===== config.mk =====
export PLATFORM = sky130hd
export DESIGN_NAME = cpu_clock_source_switcher
export DESIGN_NICKNAME = d
export VERILOG_FILES = /design/src/design/clk_switch_pkg.sv /design/src/design/cpu_tick_divider.sv /design/src/design/cpu_clock_source_switcher.sv
export VERILOG_INCLUDE_DIRS = /design/src /design/src/design
export SDC_FILE = /design/constraint.sdc
export NUM_CORES = 1
export LEC_CHECK = 0
export ABC_AREA = 1
export BUFFER_PORTS_ARGS = -buffer_cell sky130_fd_sc_hd__buf_2
export CELL_PAD_IN_SITES_DETAIL_PLACEMENT = 0
export CELL_PAD_IN_SITES_GLOBAL_PLACEMENT = 1
export CORE_ASPECT_RATIO = 1.4
export CORE_MARGIN = 1
export CORE_UTILIZATION = 42
export DETAILED_ROUTE_END_ITERATION = 8
export GPL_TIMING_DRIVEN = 0
export PLACE_DENSITY_LB_ADDON = 0.1
export SLEW_MARGIN = 15
export SYNTH_ARGS = -nofsm -noshare
export SYNTH_HDL_FRONTEND = slang
export SYNTH_SLANG_ARGS = --single-unit

===== constraint.sdc =====
create_clock -name clk_sys -period 2.3 [get_ports clk_sys]
set_input_delay 0.345 -clock clk_sys [delete_from_list [all_inputs] [get_ports clk_sys]]
set_output_delay 0.345 -clock clk_sys [all_outputs]
set_load 0.01 [all_outputs]

===== src/design/clk_switch_cfg.svh =====
// Constants for the CPU clock source switcher: field positions, reset values and timings.
`ifndef CLK_SWITCH_CFG_SVH
`define CLK_SWITCH_CFG_SVH

// Field positions.
`define HS_STOP_BIT        7
`define LS_STOP_BIT        0
`define SRC_SELECT_BIT     0
`define SRC_STATUS_BIT     1
`define DIV_MSB            2
`define DIV_LSB            0

// Reset values and the largest legal divider code.
`define HS_STOP_RST        1'h0
`define LS_STOP_RST        1'h0
`define SRC_SELECT_RST     1'h0
`define DIV_RST            3'h0
`define DIV_MAX_CODE       3'h4

// Timing.
`define CLK_SYS_MHZ        100
`define HS_INT_WAIT_US     350
`define HS_INT_WAIT_CYC    (`HS_INT_WAIT_US * `CLK_SYS_MHZ)
`define LS_FREQ_WORST_KHZ  120
`define START_LS_CLOCKS    5'h11
`define TO_HIGH_CPU_CLOCKS 2'h2
`define WDT_PERIOD_LS      16'h0400
`define WDT_RST_HOLD       4'h8

`endif


===== src/design/clk_switch_pkg.sv =====
// Types shared by the CPU clock source switcher.
package clk_switch_pkg;

  // Switchover progress, one-hot.
  typedef enum logic [1:0] {
    SW_IDLE = 2'b01,
    SW_WAIT = 2'b10
  } switch_state_t;

  // Reset and start-up phase, one-hot.
  typedef enum logic [2:0] {
    PH_RESET = 3'b001,
    PH_START = 3'b010,
    PH_RUN   = 3'b100
  } start_phase_t;

  typedef logic [2:0] div_code_t;

endpackage


===== src/design/cpu_tick_divider.sv =====
// Divides a source clock tick by a power of two for the CPU clock.
`timescale 1ns/1ps
`include "clk_switch_cfg.svh"

module cpu_tick_divider
  import clk_switch_pkg::*;
#(
  parameter int CNT_W = 4
) (
  input  wire logic      clk_sys,    // System clock.
  input  wire logic      sys_rst,    // Synchronous reset, active high.
  input  wire logic      srcTick,    // One pulse per source clock.
  input  wire logic      runEnable,  // High while the CPU may be clocked.
  input  wire div_code_t codeIn,     // Divider code last written.
  output logic           tickOut,    // One pulse per CPU clock.
  output div_code_t      activeCode  // Division now in effect.
);

  logic [CNT_W-1:0] phaseCnt;

  // Limit of the phase counter for a code: two to the code, minus one.
  function automatic logic [CNT_W-1:0] phaseLimit(input div_code_t code);
    phaseLimit = CNT_W'((1 << code) - 1);
  endfunction

  // A new code is taken only at the end of a CPU period, so the old division
  // never lasts longer than one old CPU clock and never yields a runt period.
  always_ff @(posedge clk_sys) begin
    if (sys_rst) begin
      phaseCnt   <= '0;
      tickOut    <= 1'h0;
      activeCode <= `DIV_RST;
    end else begin
      tickOut <= 1'h0;
      if (srcTick) begin
        if (phaseCnt >= phaseLimit(activeCode)) begin
          phaseCnt   <= '0;
          tickOut    <= runEnable;
          activeCode <= codeIn;
        end else begin
          phaseCnt <= phaseCnt + CNT_W'(1);
        end
      end
    end
  end

endmodule // cpu_tick_divider


===== src/design/cpu_clock_source_switcher.sv =====
// CPU clock source selection, oscillator gating, divider and reset sequencing.
`timescale 1ns/1ps
`include "clk_switch_cfg.svh"

module cpu_clock_source_switcher
  import clk_switch_pkg::*;
#(
  parameter logic [15:0] WDT_PERIOD = `WDT_PERIOD_LS,  // Watchdog period in low-speed clocks.
  parameter logic [3:0]  RST_HOLD   = `WDT_RST_HOLD    // Watchdog reset length in cycles.
) (
  input  wire logic      clk_sys,               // System clock, 100 MHz.
  input  wire logic      sys_rst,               // Synchronous reset, active high.
  input  wire logic      resetPinN,             // External reset pin, active low.
  input  wire logic      powerOnClear,          // Power-on clear request, active high.
  input  wire logic      lowVoltageDetect,      // Low-voltage detect request, active high.
  input  wire logic      lowSpeedClkIn,         // Low-speed oscillator output pin.
  input  wire logic      crystalOscInput,       // High-speed oscillator output pin.
  input  wire logic      lowSpeedStoppable,     // Option: low-speed oscillator may be stopped.
  input  wire logic      selectWrite,           // Write strobe for the select bit.
  input  wire logic      selectData,            // Value for the select bit.
  input  wire logic      hsStopWrite,           // Write strobe for the high-speed stop flag.
  input  wire logic      hsStopData,            // Value for the high-speed stop flag.
  input  wire logic      lsStopWrite,           // Write strobe for the low-speed stop flag.
  input  wire logic      lsStopData,            // Value for the low-speed stop flag.
  input  wire logic      divWrite,              // Write strobe for the divider field.
  input  wire div_code_t divData,               // Value for the divider field.
  input  wire logic      stopMode,              // CPU is in STOP mode.
  input  wire logic      haltMode,              // CPU is in HALT mode.
  input  wire logic      watchdogClear,         // Software clears the watchdog.
  output logic           cpuClockSourceSelect,  // Select bit readback.
  output logic           cpuClockSourceStatus,  // Clock the CPU runs on.
  output logic           highSpeedOscStop,      // High-speed stop flag readback.
  output logic           lowSpeedOscStop,       // Low-speed stop flag readback.
  output div_code_t      cpuDividerCode,        // Divider field readback.
  output div_code_t      cpuDividerActive,      // Division now in effect.
  output logic           highSpeedOscEnable,    // Runs the high-speed oscillator.
  output logic           lowSpeedOscEnable,     // Runs the low-speed oscillator.
  output logic           cpuClkTick,            // One pulse per CPU clock.
  output logic           periphClkTick,         // One pulse per peripheral clock.
  output logic           switchBusy,            // Source switch in progress.
  output logic           watchdogOverflow,      // Watchdog overflowed, one-cycle pulse.
  output logic           internalReset          // Device held in reset.
);

  // Synchronisers: bit 0 reset pin, 1 power-on, 2 low voltage, 3 low clock, 4 high clock.
  logic [4:0]    syncFirst;
  logic [4:0]    syncSecond;
  logic [1:0]    clkPrev;
  logic          lsTick;
  logic          hsTick;
  logic          resetActive;
  logic          blockRst;
  logic [3:0]    wdtRstCnt;
  logic [15:0]   wdtCnt;
  logic          wdtRun;
  start_phase_t  phase;
  logic [4:0]    startCnt;
  switch_state_t swState;
  logic [1:0]    swCnt;
  logic          srcTick;
  logic          divTick;
  logic          cpuRun;
  logic          haltSource;
  logic          next_hsEnable;
  logic          next_lsEnable;
  logic          next_periphTick;

  // The pins and oscillator outputs are asynchronous to clk_sys.
  always_ff @(posedge clk_sys) begin
    if (sys_rst) begin
      syncFirst  <= 5'h01;
      syncSecond <= 5'h01;
    end else begin
      syncFirst  <= {crystalOscInput, lowSpeedClkIn, lowVoltageDetect, powerOnClear,
                     resetPinN};
      syncSecond <= syncFirst;
    end
  end

  // Edge detection on the synchronised oscillator levels. A stopped oscillator
  // gives no edges, and the enables gate any that still leak through.
  always_ff @(posedge clk_sys) begin
    if (sys_rst) begin
      clkPrev <= 2'h0;
    end else begin
      clkPrev <= syncSecond[4:3];
    end
  end

  assign lsTick = syncSecond[3] & ~clkPrev[0] & lowSpeedOscEnable;
  assign hsTick = syncSecond[4] & ~clkPrev[1] & highSpeedOscEnable;

  // Any reset source holds the whole block; the watchdog source is stretched
  // so that the reset it causes has a defined length.
  always_ff @(posedge clk_sys) begin
    if (sys_rst) begin
      resetActive <= 1'h1;
      wdtRstCnt   <= 4'h0;
    end else begin
      if (watchdogOverflow) begin
        wdtRstCnt <= RST_HOLD;
      end else if (wdtRstCnt != 4'h0) begin
        wdtRstCnt <= wdtRstCnt - 4'h1;
      end
      resetActive <= ~syncSecond[0] | syncSecond[1] | syncSecond[2]
                     | watchdogOverflow | (wdtRstCnt != 4'h0);
    end
  end

  assign blockRst = sys_rst | resetActive;

  // The reset output mirrors the combined reset sources.
  always_ff @(posedge clk_sys) begin
    if (sys_rst) begin
      internalReset <= 1'h1;
    end else begin
      internalReset <= resetActive;
    end
  end

  // After release the CPU waits for 17 low-speed clocks before it is clocked.
  always_ff @(posedge clk_sys) begin
    if (blockRst) begin
      phase    <= PH_RESET;
      startCnt <= 5'h00;
    end else begin
      case (phase)
        PH_RESET: begin
          phase <= PH_START;
        end
        PH_START: begin
          if (lsTick) begin
            startCnt <= startCnt + 5'h01;
            if (startCnt == `START_LS_CLOCKS - 5'h01) begin
              phase <= PH_RUN;
            end
          end
        end
        PH_RUN: begin
          phase <= PH_RUN;
        end
        default: begin
          phase <= PH_RESET;
        end
      endcase
    end
  end

  // Software-visible control bits. Writes during reset are lost on purpose,
  // since the CPU is not clocked then.
  always_ff @(posedge clk_sys) begin
    if (blockRst) begin
      cpuClockSourceSelect <= `SRC_SELECT_RST;
      highSpeedOscStop     <= `HS_STOP_RST;
      lowSpeedOscStop      <= `LS_STOP_RST;
      cpuDividerCode       <= `DIV_RST;
    end else begin
      if (selectWrite) begin
        cpuClockSourceSelect <= selectData;
      end
      if (hsStopWrite) begin
        highSpeedOscStop <= hsStopData;
      end
      if (lsStopWrite) begin
        lowSpeedOscStop <= lsStopData;
      end
      if (divWrite && divData <= `DIV_MAX_CODE) begin
        cpuDividerCode <= divData;
      end
    end
  end

  // Oscillator enables. The high-speed flag is ignored while it clocks the CPU,
  // the low-speed flag while that one does, so the CPU never loses its clock.
  always_comb begin
    next_hsEnable = ~resetActive & ~stopMode
                    & ~(highSpeedOscStop & ~cpuClockSourceStatus);
    next_lsEnable = ~resetActive
                    & ~(lowSpeedStoppable & lowSpeedOscStop
                        & cpuClockSourceStatus);
  end

  always_ff @(posedge clk_sys) begin
    if (sys_rst) begin
      highSpeedOscEnable <= 1'h0;
      lowSpeedOscEnable  <= 1'h0;
    end else begin
      highSpeedOscEnable <= next_hsEnable;
      lowSpeedOscEnable  <= next_lsEnable;
    end
  end

  // Source switch. Going up, the move happens on the second old CPU clock.
  // Going down, it waits for a low-speed edge after one old CPU clock, which
  // bounds it by the frequency ratio plus one; a halved CPU clock halves it.
  always_ff @(posedge clk_sys) begin
    if (blockRst) begin
      swState              <= SW_IDLE;
      swCnt                <= 2'h0;
      cpuClockSourceStatus <= 1'h0;
    end else begin
      case (swState)
        SW_IDLE: begin
          swCnt <= 2'h0;
          if (cpuClockSourceSelect != cpuClockSourceStatus) begin
            swState <= SW_WAIT;
            // A CPU clock in the cycle after the write already counts, so the bound holds.
            if (cpuClkTick) begin
              swCnt <= 2'h1;
            end
          end
        end
        SW_WAIT: begin
          if (cpuClockSourceSelect == cpuClockSourceStatus) begin
            swState <= SW_IDLE;
          end else if (cpuClockSourceSelect) begin
            if (cpuClkTick) begin
              swCnt <= swCnt + 2'h1;
              if (swCnt == `TO_HIGH_CPU_CLOCKS - 2'h1) begin
                cpuClockSourceStatus <= 1'h1;
                swState              <= SW_IDLE;
              end
            end
          end else begin
            if (cpuClkTick) begin
              swCnt <= 2'h1;
            end
            if (lsTick && swCnt != 2'h0) begin
              cpuClockSourceStatus <= 1'h0;
              swState              <= SW_IDLE;
            end
          end
        end
        default: begin
          swState <= SW_IDLE;
        end
      endcase
    end
  end

  always_ff @(posedge clk_sys) begin
    if (blockRst) begin
      switchBusy <= 1'h0;
    end else begin
      switchBusy <= (cpuClockSourceSelect != cpuClockSourceStatus);
    end
  end

  // CPU clock: selected source divided, stopped in STOP, HALT and start-up.
  assign srcTick = cpuClockSourceStatus ? hsTick : lsTick;
  assign cpuRun  = (phase == PH_RUN) & ~stopMode & ~haltMode;

  cpu_tick_divider #(
    .CNT_W (4)
  ) u_divider (
    .clk_sys    (clk_sys),
    .sys_rst    (blockRst),
    .srcTick    (srcTick),
    .runEnable  (cpuRun),
    .codeIn     (cpuDividerCode),
    .tickOut    (divTick),
    .activeCode (cpuDividerActive)
  );

  always_ff @(posedge clk_sys) begin
    if (blockRst) begin
      cpuClkTick <= 1'h0;
    end else begin
      cpuClkTick <= divTick;
    end
  end

  // The select bit is frozen at HALT entry so the peripherals keep that source.
  always_ff @(posedge clk_sys) begin
    if (blockRst) begin
      haltSource <= `SRC_SELECT_RST;
    end else if (!haltMode) begin
      haltSource <= cpuClockSourceSelect;
    end
  end

  // Peripheral clock is the undivided source, absent in reset, start-up and STOP.
  always_comb begin
    next_periphTick = 1'h0;
    if (phase == PH_RUN && !stopMode) begin
      if (haltMode) begin
        next_periphTick = haltSource ? hsTick : lsTick;
      end else begin
        next_periphTick = srcTick;
      end
    end
  end

  always_ff @(posedge clk_sys) begin
    if (blockRst) begin
      periphClkTick <= 1'h0;
    end else begin
      periphClkTick <= next_periphTick;
    end
  end

  // Watchdog on the low-speed clock. When the oscillator cannot be stopped it
  // keeps counting in STOP, so software must service it from a timer there.
  assign wdtRun = (phase == PH_RUN)
                  & ~(lowSpeedStoppable & (stopMode | haltMode));

  always_ff @(posedge clk_sys) begin
    if (blockRst) begin
      wdtCnt           <= 16'h0000;
      watchdogOverflow <= 1'h0;
    end else begin
      watchdogOverflow <= 1'h0;
      if (watchdogClear) begin
        wdtCnt <= 16'h0000;
      end else if (wdtRun && lsTick) begin
        if (wdtCnt == WDT_PERIOD - 16'h0001) begin
          wdtCnt           <= 16'h0000;
          watchdogOverflow <= 1'h1;
        end else begin
          wdtCnt <= wdtCnt + 16'h0001;
        end
      end
    end
  end

endmodule // cpu_clock_source_switcher


==> impl_metrics.yaml <==
worst_setup_path:
  crit_slowest_cell: "dfxtp_1"
  crit_path_end: "u_divider.phaseCnt[0]"
  crit_fanout: 8
  reg2reg_depth: 11
  path_buf_inv: 2
  path_delay_family: "simple AND/OR/NAND/NOR gates"
  r2r_slack_ns: 0.24
  max_stage_delay_ns: 0.32
  crit_start: "u_divider.activeCode[2]"
  crit_chain: "inv_1 -> nand3_1 -> ha_1 -> xnor2_1 -> inv_1 -> ha_1 -> nand4_1 -> nand3_1 -> nand2_1 -> nand2_1 -> a21oi_1"
  crit_required_ns: 2.59
  startpoint_type: "flop"
  r2r_end: "u_divider.phaseCnt[0]"
  crit_path_end_kind: "flop"
  worstSetupPathType: "flop to flop"
  crit_cells: 11
  r2r-start: "u_divider.activeCode[2]"
  worst-endpoint-arrival_ns: 2.35
layout:
  area_growth_pct: 17.4
  final_cell_area_um2: 3820
  nets: 530
  antennaDiodeCount: 0
  drive_above_1_share: 0.149
cts:
  root_buffer: "clkbuf_8"
  path_clk_slew_ns: 0.08
  cts_max_level: 3
  postCtsSetupBuffers: 0
  cts_tree: "built"
  cts_hold_buf: 0
  clockBufferDepth: 2
  cts_buffers: 9
  clk_latency_ns: 0.35
  ctsResizeCount: 0
  clock_sinks: 68
sta:
  post-route-period-util: 0.896
  tightestPinTransition_ns: 0.447
  hold_violations: 0
  max_freq_mhz: 485
  layout_setup_ws_ns: 0.239
  fin_crit_ns: 2.06
  finalMaxSlewViolations: 0
  setup_violations: 0
  relSlewSlack: 0.701
  whs_ns: 0.168
  rsz0062_at_grt: "false"
  finClkSkew_ns: 0.00761
  setup_tns_ns: 0
yosys:
  yosysTopAreaCell: "dfxtp_1"
  yosys-top-cells-area: "dfxtp_1, nand2_1, inv_1"
  yosys_most_used_dff: "dfxtp_1"
  synth_top_area_frac: 0.418
  yosys_register_bits: 68
  syn_avg_cell_area_um2: 7.29
  postSynth.asyncResetShare: 0
  synth_cells: 446
  synth_common_cells: "nand2_1, inv_1, dfxtp_1, nor2_1, nand3_1"
  ys_seq_area_frac: 0.418
  yosysWarnings: 0
  netlist-cell-type-count: 38
  synth.most_common_cell: "nand2_1"
  synth_edf_count: 0
  netlist_area_um2: 3250
  syn_nets: 482
routing:
  drc: 0
  drt-total-wl_mm: 7.16
  vias_per_cell: 4.82
  antenna_left: 0
  wire_per_inst_um: 12.0
  via_count: 2866
  drt_first_pass_iters: 4
  drtIter0Drc: 107
hold_path:
  hold_class: "input port to flop"
run:
  max-cap-violations: 0
floorplanning:
  start_util: 0.439
  die_x_um: 76.4
  core-area_um2: 7410
  dieArea_um2: 8110
  rows: 37
  die_h_um: 106
  io_pins: 38
grt:
  grt_max_degree: 13
  antenna_found_initial: 0
  grt_util_all_layers: 0.193
  gr-total-overflow: 0
  grt_pass1_wl_mm: 12.3
  grt_pass1_vias: 2668
place:
  placed_area_um2: 3560
  dpl.hpwl_mm: 5.41
  pre_cts_ws_ns: 0.259
  io_buffers: 37
  gp_congestion: 0.809
pwr:
  leakage_nw: 1.60
  powerDensity_nw_per_um2: 771
  ir_drop_v: 0.000394
  total_power_w: 0.00294
run_status:
  status: "finished clean"
-- state kept, by name, indices dropped and copies added, names as in the netlist, 4 cells and up --
register / cells
startCnt: 5
u_divider.phaseCnt: 4
wdtCnt: 16
wdtRstCnt: 4
syncFirst: 5
syncSecond: 5
-- report_power, final --
part / internal (W) / total [W] / switching, W
sequential: 0.00125 / 0.00129 / 0.0000442
combinational: 0.000131 / 0.000341 / 0.000210
clock: 0.000828 / 0.00131 / 0.000484
-- cell usage in the layout (no fill, tap or decap), types with 2 or more instances in the layout --
master,count
nand3_1,38
nor2_1,61
or2_2,5
a211oi_1,5
nor3_1,6
nand2_1,84
clkbuf_1,2
a21oi_1,27
nor2_4,3
a31oi_1,3
inv_1,74
buf_2,40
o21bai_1,5
bufinv_16,4
nand4_1,10
dfxtp_1,68
xor2_1,3
xnor2_1,3
clkbuf_8,9
o21ai_0,12
ha_1,15
-- per-stage QoR --
step | util | instances
3_3_place_gp | 0.481 | 580
2_1_floorplan | - | 446
5_1_grt | 0.516 | 595
6_report | 0.516 | 595
4_1_cts | 0.516 | 595
3_5_place_dp | 0.481 | 580
-- area by class of cell --
| class | count | area, um^2 |
|---|---|---|
| Multi-Input combinational cell | 295 | 1550 |
| Tap cell | 97 | 121 |
| Sequential cell | 68 | 1360 |
| Timing Repair Buffer | 37 | 185 |
| Buffer | 7 | 48.8 |
| Fill cell | 773 | 3590 |
| Clock inverter | 6 | 136 |
| Inverter | 76 | 290 |
| Clock buffer | 9 | 124 |
-- layer usage --
| layer | GRT usage | part of all wire | up-vias |
|---|---|---|---|
| met5 | 0 | 0 | - |
| met4 | 0.0852 | 0.020 | 0 |
| met2 | 0.347 | 0.49 | 46 |
| li1 | - | - | 1517 |
| met3 | 0.0395 | 0.033 | 13 |
| met1 | 0.217 | 0.45 | 1290 |
-- worst min path at each step --
stage	startpoint	to	slack [ns]	cells after the start
2_1_floorplan	syncFirst[1]	syncSecond[1]	0.39	2
3_3_place_gp	syncFirst[3]	syncSecond[3]	0.39	2
3_5_place_dp	syncFirst[3]	syncSecond[3]	0.39	2
4_1_cts	resetPinN	syncFirst[0]	0.16	2
5_1_grt	resetPinN	syncFirst[0]	0.17	2
6_report	resetPinN	syncFirst[0]	0.17	2
-- logic make-up (layout without fill, tap and decap cells) --
group	Yosys count	count (layout)	share of synthesized area
flip-flops	68	68	0.418
XOR/XNOR	6	6	0.0162
AO/OA/AOI/OAI	59	59	0.107
AND/OR/NAND/NOR	215	215	0.296
buffers and inverters	83	135	0.104
adder cells (fa/ha/maj)	15	15	0.0577
(Power assumes the default switching activity.)
